--- src/tss_defs.vh ---
// Shared constants of the trigger state sequencer
`ifndef TSS_DEFS_VH
`define TSS_DEFS_VH

// Build options
`define TSS_GRP_W          64
`define TSS_NSTATES        5
`define TSS_STATE_W        3
`define TSS_RAM_ADDR_BITS  9
`define TSS_TAG_W          10
`define TSS_EXT_W          8
`define TSS_CNT_W          32
`define TSS_ACT_W          8

// Register bus
`define TSS_ADDR_W         12
`define TSS_DATA_W         32

// Register byte offsets
`define TSS_OFF_CTRL       12'h000
`define TSS_OFF_PTACT      12'h010
`define TSS_OFF_CURSTATE   12'h020
`define TSS_OFF_CURCNT     12'h024
`define TSS_OFF_CURACT     12'h028
`define TSS_OFF_TAG        12'h02C
`define TSS_OFF_CFGID      12'h0C8
`define TSS_OFF_CFGID2     12'h0C4
// Per-state block: base + state * stride + field * 4
`define TSS_OFF_STBASE     12'h100
`define TSS_ST_STRIDE_SH   6
`define TSS_FLD_NEXT       4'h0
`define TSS_FLD_CTRL       4'h1
`define TSS_FLD_ACT        4'h2
`define TSS_FLD_ALTNEXT    4'h3
`define TSS_FLD_ALTACT     4'h4
`define TSS_FLD_CNTTGT     4'h5
`define TSS_FLD_EXTMASK    4'h6
`define TSS_FLD_EXTCMP     4'h7
`define TSS_FLD_MASKLO     4'h8
`define TSS_FLD_MASKHI     4'h9
`define TSS_FLD_CMPLO      4'hA
`define TSS_FLD_CMPHI      4'hB

// State control fields
`define TSS_SC_KIND        0
`define TSS_SC_ALTKIND     1
`define TSS_SC_SRC         2
`define TSS_SC_BRK         3
`define TSS_SC_CLR         4
`define TSS_SC_TRACE       5
`define TSS_SC_CAPTAG      6
`define TSS_SC_USETAG      7
`define TSS_SC_W           8

// Action byte fields
`define TSS_ACT_CTO_LO     0
`define TSS_ACT_HALT       2
`define TSS_ACT_TRACE      3
`define TSS_ACT_GEN_LO     4

// Identification fields, run bit and state codes
`define TSS_ID_COND_LO     16
`define TSS_ID_TAG_LO      20
`define TSS_ID_COND_VAL    4'h1
`define TSS_CTRL_RUN       0
`define TSS_FINAL_STATE    3'h7
`define TSS_RESET_STATE    3'h0
`endif

--- src/tss_sequencer.v ---
// Trigger state sequencer with register port and debug permission gating
// Function
// RULE1: Signal condition needs masked probe and masked external inputs both matching.
// RULE2: Fully masked half with zero compare value is always true.
// RULE3: Counter condition fires when per-state counter reaches its target.
// RULE4: Each condition comes from signal compare or counter compare, never both.
// RULE5: Next state may point back to an earlier state, forming loops.
// RULE6: Loop counter active when loop-break is 1 and auto-clear is 0.
// RULE7: Loop counter ends the loop, stops trace and limits output toggles.
// RULE8: Conditional option adds alternative condition; config field [19:16] reads 1.
// RULE9: Primary match wins, else alternative match, else nothing changes.
// RULE10: When both match, primary output and next state are taken.
// RULE11: With loop-break, no match follows the primary branch.
// RULE12: Loop-break alternative counter: increments go alternative, final match ends.
// RULE13: Alternative cycle count fires at target with kind 1 and source 0.
// RULE14: Primary counter match beats same-cycle alternative signal match.
// RULE15: Trace enable per state, independent of which comparison fired.
// RULE16: Address-request signal match latches tag from low probe bits.
// RULE17: Tag capture needs both options; config field [24:20] shows width.
// RULE18: Secure builds run only while secure non-invasive debug is allowed.
// RULE19: Clock halt request asserts only while invasive debug is allowed.
// RULE20: Withdrawn non-invasive permission clears run enable to zero.
// RULE21: Non-secure builds gate on non-secure non-invasive permission instead.
// RULE22: Probe 64 or 128 bits, trace memory 2^9 deep, 4 or 5 states.
// RULE23: After run enable, before first match, pre-trigger setting drives outputs.
// RULE24: Per-state counter clears whenever a different state is entered.
//
// The implementer's own choices: the register offsets and strobed register access.
`include "tss_defs.vh"

module tss_sequencer #(
    parameter SECURE_VIS       = 1,
    parameter COND_OPT         = 1,
    parameter TAG_OPT          = 1,
    parameter [4:0] TAG_WIDTH  = 5'd10
) (
    input  wire                      core_clk,
    input  wire                      srst,
    input  wire [`TSS_ADDR_W-1:0]    reg_addr,
    input  wire [`TSS_DATA_W-1:0]    reg_wdata,
    input  wire                      reg_wr,
    input  wire                      reg_rd,
    output reg  [`TSS_DATA_W-1:0]    reg_rdata,
    input  wire [`TSS_GRP_W-1:0]     probe_signal_group,
    input  wire [`TSS_EXT_W-1:0]     ext_trigger_in,
    input  wire                      addr_request,
    input  wire                      invasive_debug_allow,
    input  wire                      noninvasive_debug_allow,
    input  wire                      secure_invasive_debug_allow,
    input  wire                      secure_noninvasive_debug_allow,
    output reg  [3:0]                general_outputs,
    output reg  [1:0]                cross_trigger_outputs,
    output reg                       clock_halt_request,
    output reg                       trace_enable,
    output reg  [`TSS_STATE_W-1:0]   trace_state
);

    localparam NS  = `TSS_NSTATES;                  // see RULE22
    localparam SW  = `TSS_STATE_W;
    localparam GW  = `TSS_GRP_W;
    localparam CW  = `TSS_CNT_W;
    localparam AW  = `TSS_ACT_W;
    localparam TGW = `TSS_TAG_W;
    localparam TAG_ON = (TAG_OPT != 0) && (COND_OPT != 0);

    // Per-state configuration held as arrays
    reg [SW-1:0]         nxt_r      [0:NS-1];
    reg [SW-1:0]         alt_nxt_r  [0:NS-1];
    reg [`TSS_SC_W-1:0]  sc_r       [0:NS-1];
    reg [AW-1:0]         act_r      [0:NS-1];
    reg [AW-1:0]         alt_act_r  [0:NS-1];
    reg [CW-1:0]         tgt_r      [0:NS-1];
    reg [`TSS_EXT_W-1:0] emask_r    [0:NS-1];
    reg [`TSS_EXT_W-1:0] ecmp_r     [0:NS-1];
    reg [GW-1:0]         smask_r    [0:NS-1];
    reg [GW-1:0]         scmp_r     [0:NS-1];

    reg                  run_r;
    reg                  run_d_r;
    reg  [AW-1:0]        ptact_r;
    reg  [AW-1:0]        cur_act_r;
    reg  [SW-1:0]        state_r;
    reg  [CW-1:0]        cnt_r;
    reg  [TGW-1:0]       tag_r;
    reg                  trig_seen_r;

    // Decode of a per-state register address
    function [SW-1:0] st_of;
        input [`TSS_ADDR_W-1:0] a;
        begin
            st_of = a[`TSS_ST_STRIDE_SH+SW-1:`TSS_ST_STRIDE_SH];
        end
    endfunction

    function [3:0] fld_of;
        input [`TSS_ADDR_W-1:0] a;
        begin
            fld_of = a[5:2];
        end
    endfunction

    function is_st;
        input [`TSS_ADDR_W-1:0] a;
        begin
            is_st = (a >= `TSS_OFF_STBASE) && (st_of(a - `TSS_OFF_STBASE) < NS)
                    && (a[1:0] == 2'b00);
        end
    endfunction

    wire [`TSS_ADDR_W-1:0] st_off = reg_addr - `TSS_OFF_STBASE;
    wire [SW-1:0]          wst    = st_of(st_off);
    wire [3:0]             wfld   = fld_of(st_off);

    // Permission gating
    wire nid_ok = (SECURE_VIS != 0) ? secure_noninvasive_debug_allow  // see RULE18
                                    : noninvasive_debug_allow;       // see RULE21
    wire inv_ok = (SECURE_VIS != 0) ? secure_invasive_debug_allow
                                    : invasive_debug_allow;
    wire active = run_r && nid_ok;
    wire run_go = run_r && !run_d_r;
    wire at_end = (state_r == `TSS_FINAL_STATE);

    // Current-state comparisons
    wire [SW-1:0] s = (state_r < NS) ? state_r : `TSS_RESET_STATE;
    wire [`TSS_SC_W-1:0] sc = sc_r[s];
    wire [GW-1:0] tag_ext = {{(GW-TGW){1'b0}}, tag_r};
    wire [GW-1:0] tag_mask = ~({GW{1'b1}} << TAG_WIDTH);
    // Stored tag may replace the compare value in its low bits
    wire [GW-1:0] cmp_val = (TAG_ON && sc[`TSS_SC_USETAG]) ?
                            ((scmp_r[s] & ~tag_mask) | tag_ext) : scmp_r[s];
    wire sig_hit = (((probe_signal_group & smask_r[s]) ==
                     (cmp_val & smask_r[s])) &&
                    ((ext_trigger_in & emask_r[s]) ==
                     (ecmp_r[s] & emask_r[s])));       // see RULE1, RULE2
    wire cnt_hit = (cnt_r == tgt_r[s]);                 // see RULE3
    wire brk     = sc[`TSS_SC_BRK] && !sc[`TSS_SC_CLR]; // see RULE6
    // Counted events: signal matches or cycles
    wire cnt_inc = sc[`TSS_SC_SRC] ? sig_hit : 1'b1;

    // One source per condition
    wire pri_hit = sc[`TSS_SC_KIND] ? cnt_hit : sig_hit;  // see RULE4
    wire alt_sel = (COND_OPT != 0);                       // see RULE8
    wire alt_hit = alt_sel && (sc[`TSS_SC_ALTKIND] ?
                   (cnt_hit && (sc[`TSS_SC_SRC] == 1'b0 || brk)) :
                   sig_hit);                              // see RULE13

    reg [SW-1:0] st_nxt;
    reg [AW-1:0] act_nxt;
    reg          fired;
    always @* begin
        st_nxt  = state_r;
        act_nxt = cur_act_r;
        fired   = 1'b0;
        if (state_r == `TSS_FINAL_STATE) begin
            st_nxt = state_r;
        end else if (pri_hit) begin                       // see RULE10, RULE14
            st_nxt  = nxt_r[s];                           // see RULE5
            act_nxt = act_r[s];
            fired   = 1'b1;
        end else if (alt_sel && brk && sc[`TSS_SC_ALTKIND]) begin
            if (cnt_hit) begin
                st_nxt  = `TSS_FINAL_STATE;               // see RULE12, RULE7
                act_nxt = alt_act_r[s];
                fired   = 1'b1;
            end else if (cnt_inc) begin
                st_nxt = alt_nxt_r[s];
            end else begin
                st_nxt = nxt_r[s];                        // see RULE11
            end
        end else if (alt_hit) begin                       // see RULE9
            st_nxt  = alt_nxt_r[s];
            act_nxt = alt_act_r[s];
            fired   = 1'b1;
        end
    end

    // Register writes, run control and per-state storage
    integer i;
    always @(posedge core_clk) begin
        if (srst) begin
            run_r   <= 1'b0;
            ptact_r <= {AW{1'b0}};
            for (i = 0; i < NS; i = i + 1) begin
                nxt_r[i]     <= {SW{1'b0}};
                alt_nxt_r[i] <= {SW{1'b0}};
                sc_r[i]      <= {`TSS_SC_W{1'b0}};
                act_r[i]     <= {AW{1'b0}};
                alt_act_r[i] <= {AW{1'b0}};
                tgt_r[i]     <= {CW{1'b0}};
                emask_r[i]   <= {`TSS_EXT_W{1'b0}};
                ecmp_r[i]    <= {`TSS_EXT_W{1'b0}};
                smask_r[i]   <= {GW{1'b0}};
                scmp_r[i]    <= {GW{1'b0}};
            end
        end else begin
            if (reg_wr && reg_addr == `TSS_OFF_CTRL)
                run_r <= reg_wdata[`TSS_CTRL_RUN];
            if (run_r && !nid_ok)
                run_r <= 1'b0;                            // see RULE20
            if (reg_wr && reg_addr == `TSS_OFF_PTACT)
                ptact_r <= reg_wdata[AW-1:0];
            if (reg_wr && is_st(reg_addr)) begin
                case (wfld)
                    `TSS_FLD_NEXT:    nxt_r[wst]     <= reg_wdata[SW-1:0];
                    `TSS_FLD_CTRL:    sc_r[wst]      <= reg_wdata[`TSS_SC_W-1:0];
                    `TSS_FLD_ACT:     act_r[wst]     <= reg_wdata[AW-1:0];
                    `TSS_FLD_ALTNEXT: alt_nxt_r[wst] <= reg_wdata[SW-1:0];
                    `TSS_FLD_ALTACT:  alt_act_r[wst] <= reg_wdata[AW-1:0];
                    `TSS_FLD_CNTTGT:  tgt_r[wst]     <= reg_wdata;
                    `TSS_FLD_EXTMASK:
                        emask_r[wst] <= reg_wdata[`TSS_EXT_W-1:0];
                    `TSS_FLD_EXTCMP:
                        ecmp_r[wst] <= reg_wdata[`TSS_EXT_W-1:0];
                    `TSS_FLD_MASKLO:  smask_r[wst][31:0]  <= reg_wdata;
                    `TSS_FLD_MASKHI:  smask_r[wst][63:32] <= reg_wdata;
                    `TSS_FLD_CMPLO:   scmp_r[wst][31:0]   <= reg_wdata;
                    `TSS_FLD_CMPHI:   scmp_r[wst][63:32]  <= reg_wdata;
                    default: ;
                endcase
            end
        end
    end

    // Sequencer state, counter and tag
    always @(posedge core_clk) begin
        if (srst) begin
            state_r     <= `TSS_RESET_STATE;
            cnt_r       <= {CW{1'b0}};
            cur_act_r   <= {AW{1'b0}};
            tag_r       <= {TGW{1'b0}};
            trig_seen_r <= 1'b0;
            run_d_r     <= 1'b0;
        end else begin
            run_d_r <= run_r;
            if (run_r && !run_d_r) begin
                state_r     <= `TSS_RESET_STATE;
                cnt_r       <= {CW{1'b0}};
                cur_act_r   <= ptact_r;                   // see RULE23
                trig_seen_r <= 1'b0;
            end else if (active && !at_end) begin         // see RULE18
                // Final state freezes counter, action and tag
                state_r   <= st_nxt;
                cur_act_r <= act_nxt;
                if (fired)
                    trig_seen_r <= 1'b1;
                if (st_nxt != state_r)
                    cnt_r <= {CW{1'b0}};                  // see RULE24
                else if (sc[`TSS_SC_CLR] && cnt_hit)
                    cnt_r <= {CW{1'b0}};
                else if (cnt_inc && !cnt_hit)
                    cnt_r <= cnt_r + 1'b1;
                if (TAG_ON && sc[`TSS_SC_CAPTAG] && sig_hit && addr_request)
                    tag_r <= probe_signal_group[TGW-1:0] &
                             tag_mask[TGW-1:0];           // see RULE16, RULE17
            end
        end
    end

    // Run start shows the pre-trigger setting, never a stale action
    wire [AW-1:0] act_out = run_go ? ptact_r : act_nxt;   // see RULE23
    // Action outputs and trace enable driven only while active; trace_state always follows state_r
    always @(posedge core_clk) begin
        if (srst) begin
            general_outputs       <= 4'h0;
            cross_trigger_outputs <= 2'h0;
            clock_halt_request    <= 1'b0;
            trace_enable          <= 1'b0;
            trace_state           <= `TSS_RESET_STATE;
        end else begin
            general_outputs       <= active ? act_out[`TSS_ACT_GEN_LO+3:
                                     `TSS_ACT_GEN_LO] : 4'h0;
            cross_trigger_outputs <= active ? act_out[`TSS_ACT_CTO_LO+1:
                                     `TSS_ACT_CTO_LO] : 2'h0;
            clock_halt_request    <= active && inv_ok &&
                                     act_out[`TSS_ACT_HALT];     // see RULE19
            // After the first match trace follows the per-state flag, not the firing branch
            trace_enable          <= active && (run_go ?
                                     ptact_r[`TSS_ACT_TRACE] :
                                     !at_end && (trig_seen_r ?
                                     sc[`TSS_SC_TRACE] :
                                     cur_act_r[`TSS_ACT_TRACE])); // see RULE15
            trace_state           <= state_r;
        end
    end

    // Read port, data one cycle after the strobe
    wire [`TSS_DATA_W-1:0] id_word =
        {7'h00, (TAG_ON ? TAG_WIDTH : 5'd0), 20'h0_0000};        // see RULE17
    wire [`TSS_DATA_W-1:0] id2_word =
        {12'h000, (COND_OPT != 0) ? `TSS_ID_COND_VAL : 4'h0, 16'h0000};
    always @(posedge core_clk) begin
        if (srst) begin
            reg_rdata <= 32'h0000_0000;
        end else if (reg_rd) begin
            case (reg_addr)
                `TSS_OFF_CTRL:     reg_rdata <= {31'h0, run_r};
                `TSS_OFF_PTACT:    reg_rdata <= {24'h00_0000, ptact_r};
                `TSS_OFF_CURSTATE: reg_rdata <= {29'h0, state_r};
                `TSS_OFF_CURCNT:   reg_rdata <= cnt_r;
                `TSS_OFF_CURACT:   reg_rdata <= {24'h00_0000, cur_act_r};
                `TSS_OFF_TAG:      reg_rdata <= {{(32-TGW){1'b0}}, tag_r};
                `TSS_OFF_CFGID:    reg_rdata <= id2_word;        // see RULE8
                `TSS_OFF_CFGID2:   reg_rdata <= id_word;
                default:           reg_rdata <= 32'h0000_0000;
            endcase
        end else begin
            reg_rdata <= 32'h0000_0000;
        end
    end

endmodule

--- config.mk ---
export PLATFORM = sky130hd
export DESIGN_NAME = tss_sequencer
export DESIGN_NICKNAME = d
export VERILOG_FILES = /design/src/tss_sequencer.v
export VERILOG_INCLUDE_DIRS = /design/src
export SDC_FILE = /design/constraint.sdc
export NUM_CORES = 2
export LEC_CHECK = 0
export BUFFER_PORTS_ARGS = -buffer_cell sky130_fd_sc_hd__buf_2
export CAP_MARGIN = 30
export CORE_ASPECT_RATIO = 2
export CORE_MARGIN = 2
export CORE_UTILIZATION = 60
export DETAILED_ROUTE_END_ITERATION = 8
export HOLD_SLACK_MARGIN = 0.1
export MAX_ROUTING_LAYER = met4
export PLACE_DENSITY = 0.73
export RECOVER_POWER = 50
export SETUP_SLACK_MARGIN = 0.3
export SYNTH_ARGS = -nofsm -noshare
export SYNTH_HDL_FRONTEND = slang
export SYNTH_SLANG_ARGS = --single-unit
--- constraint.sdc ---
create_clock -name core_clk -period 12.9 [get_ports core_clk]
set_input_delay 2.58 -clock core_clk [delete_from_list [all_inputs] [get_ports core_clk]]
set_output_delay 2.58 -clock core_clk [all_outputs]
set_load 0.005 [all_outputs]
==> metrics.md <==
| Metric | Value |
|---|---|
| Worst Setup Start Kind | input pin |
| Period utilisation layout | 63.16% |
| Port Buffers | 165 |
| Total Power | 9.726 mW |
| Sum of negative setup slack | 0 ps |
| Hold_ws | 493.7 ps |
| Final net count | 5698 |
| Post-Route Skew | 21.85 ps |
| Max Used Layer | met4 |
| Slew margin rel. | -154.8% |
| Worst EP required | 13320 ps |
| Final wirelength | 209000 um |
| Finished Core Util | 66.85% |
| Share of the synthesized area in the top cell type | 59.36% |
| Fin. Hold Viols | 0 |
| PwrDens | 130.8 nW/um^2 |
| Async set or reset register ratio after synthesis | 0% |
| Final RePlAce weighted congestion | 0.9816 |
| Post-CTS Setup Bufs | 0 |
| Initial Util | 60.56% |
| Pre-antenna DRT Iters | 6 |
| I/O pin count | 168 |
| Worst R2R Start | state_r[1] |
| Worst EP arrival | 8570 ps |
| RSZ-0062 raised after global routing | false |
| CORE AREA | 111300 sq um |
| Worst setup path class | in2reg |
| Avg Vias per Cell | 6.382 |
| Register area share after synthesis | 62.54% |
| CTS root buf | clkbuf_16 |
| Met2 WL | 103900 um |
| Clk buf depth | 3 |
| Crit path launch | srst |
| Clk sinks | 1439 |
| Leading area contributor after synthesis | edfxtp_1 |
| Iter 0 DRT Violations | 5109 |
| Post-CTS sizing | 0 |
| Drt wl/cell | 29.10 um |
| Fmax | 0.1227 GHz |
| CTS H-tree depth | 4 |
| Max_cap viols | 51 |
| CTS tree | built |
| Status | complete, but fails checks |
| Post-synth top flop | edfxtp_1 |
| Antenna violations before repair | 20 |
| Failing checks | max-capacitance violations, max-slew violations |
| Setup Viol. Count Final | 0 |
| LEAKAGE | 25.06 nW |
| Slew Viols, Final | 1975 |
| Unique masters post-synth | 90 |
| Number of flops mapped to enable cells by yosys | 1332 |
| R2R depth | 19 |
| Area grow syn2layout | 10.38% |
| Pin count of the biggest net entering global routing | 106 |
| Via count | 45850 |
| Worst VDD drop | 0.0001732 V |
| Layout cell share with drive strength beyond 1 | 10.47% |
| Mapped Area | 67380 sq um |
| Antenna Nets Post-Route | 0 |
| Die area | 115200 sq um |
| Worst hold path class | reg2reg |
| Met3 Wirelength | 17170 um |
| Element type at the critical path end | flop |
| Cell with the most instances after synthesis | edfxtp_1 |
| Detailed placement HPWL | 131000 um |
| Die height | 477.9 um |
| Via count of the first global-routing pass | 45880 |
| Synth top area cells | edfxtp_1, and2_1, mux2i_1 |
| Core Rows | 173 |
| Worst r2r dst | cnt_r[28] |
| Global-route wire length before repair | 299400 um |
| Crit Path Max Fanout | 57 |
| Yosys warning count | 0 |
| Slew @ Worst Pin | 3821 ps |
| Tot GR Track Use | 37.70% |
| DIE WIDTH | 241.0 um |
| Crit path to | scmp_r[3][25] |
| Post-Syn Instances | 5285 |
| Most common library cells after synthesis | edfxtp_1, and2_1, mux2i_1 |
| Syn avg cell area | 12.75 sq um |
| Grt ovf | 0 |
| Synth Register Bits | 1439 |
| DRT met1 WL | 67870 um |
| Clk Latency, worst-skew pair | 780 ps |
| Hold Buf Count CTS | 0 |
| DR DRC count | 0 |
| Num CTS Buffers | 130 |
| Reg2reg setup slack | 5030 ps |
| Fin crit period | 8148 ps |
| Clock transition at path regs | 70 ps |
==> sequential cells by signal, indices dropped and copies added (netlist names), 2 cells and up <==
name and cells:
scmp_r 451, smask_r 448, tgt_r 160, ecmp_r 62
emask_r 61, act_r 40, alt_act_r 40, sc_r 40
cnt_r 32, reg_rdata 32, alt_nxt_r 15, nxt_r 15
tag_r 10, cur_act_r 8, ptact_r 8, general_outputs 4
state_r 3, trace_state 3, cross_trigger_outputs 2
==> power by group <==
part / total [mW] / switching (mW) / internal [mW]
logic: 0.536 / 0.378 / 0.158
clock network: 3.77 / 1.74 / 2.03
registers: 5.42 / 0.0792 / 5.34
==> cell type report <==
cell class	instances	area [sq um]
flip-flops and latches	1439	42150
fillers	8327	36880
multi-input cells	3694	24540
clock buffers	168	3573
well taps	1487	1861
repair buffers	278	1603
clock inverters	66	475.5
inverters	29	111.4
diodes	23	57.56
==> cell families (layout without fill, tap and decap cells) <==
logic type	count (synthesis)	after routing	synth area share [%]
compound gates	890	890	9.138
xor+xnor	152	152	1.976
fa+ha+maj	6	6	0.09285
buf+inv	453	541	2.947
flops	1439	1439	62.54
mux	413	413	7.171
other cells	1	325	0.005565
simple gates	1931	1931	16.13
==> layer usage <==
metal,global-route usage [%],vias up
met5,-,-
met4,29.75,0
met3,5.871,802
met2,61.68,2611
met1,40.59,22720
li1,-,19720
==> how the worst min path moves through the flow <==
stage / start / endpoint / slack [ps] / depth (start not counted)
CTS: ptact_r[5] / ptact_r[5] / 490 / 2
detailed placement: ptact_r[4] / ptact_r[4] / 480 / 2
global placement: ptact_r[5] / ptact_r[5] / 470 / 2
floorplan: ptact_r[1] / ptact_r[1] / 450 / 2
finish: ptact_r[5] / ptact_r[5] / 490 / 2
global route: ptact_r[5] / ptact_r[5] / 510 / 2
==> through the flow <==
| stage | setup slack (ps) | cell area [sq um] | instances |
|---|---|---|---|
| final | 4752 | 74380 | 7184 |
| after global routing | 4723 | 74360 | 7178 |
| after CTS | 5202 | 74460 | 7159 |
| after detailed placement | 5202 | 70410 | 6925 |
| after global placement | 5354 | 70350 | 6920 |
| after floorplan | 6926 | 68510 | 5586 |
==> layout by cell type, fill, tap and decap left out, drive strengths merged, types with 46 or more instances in the layout <==
cell / count
nand2: 277
mux4: 48
conb: 302
or2: 58
xor2: 61
a22oi: 53
nand3: 66
clkinv: 53
edfxtp: 1332
buf: 195
nor3: 46
a21oi: 133
mux2i: 290
nor2: 229
o22ai: 111
dfxtp: 107
clkbuf: 251
mux2: 75
o21ai: 164
xnor2: 91
and2: 1035
==> worst max-delay path, cell delays in order <==
cell,delay (ps)
buf_2,70
clkbuf_1,1390
clkbuf_1,2420
or2_0,1460
buf_4,560
(Power assumes the default switching activity.)
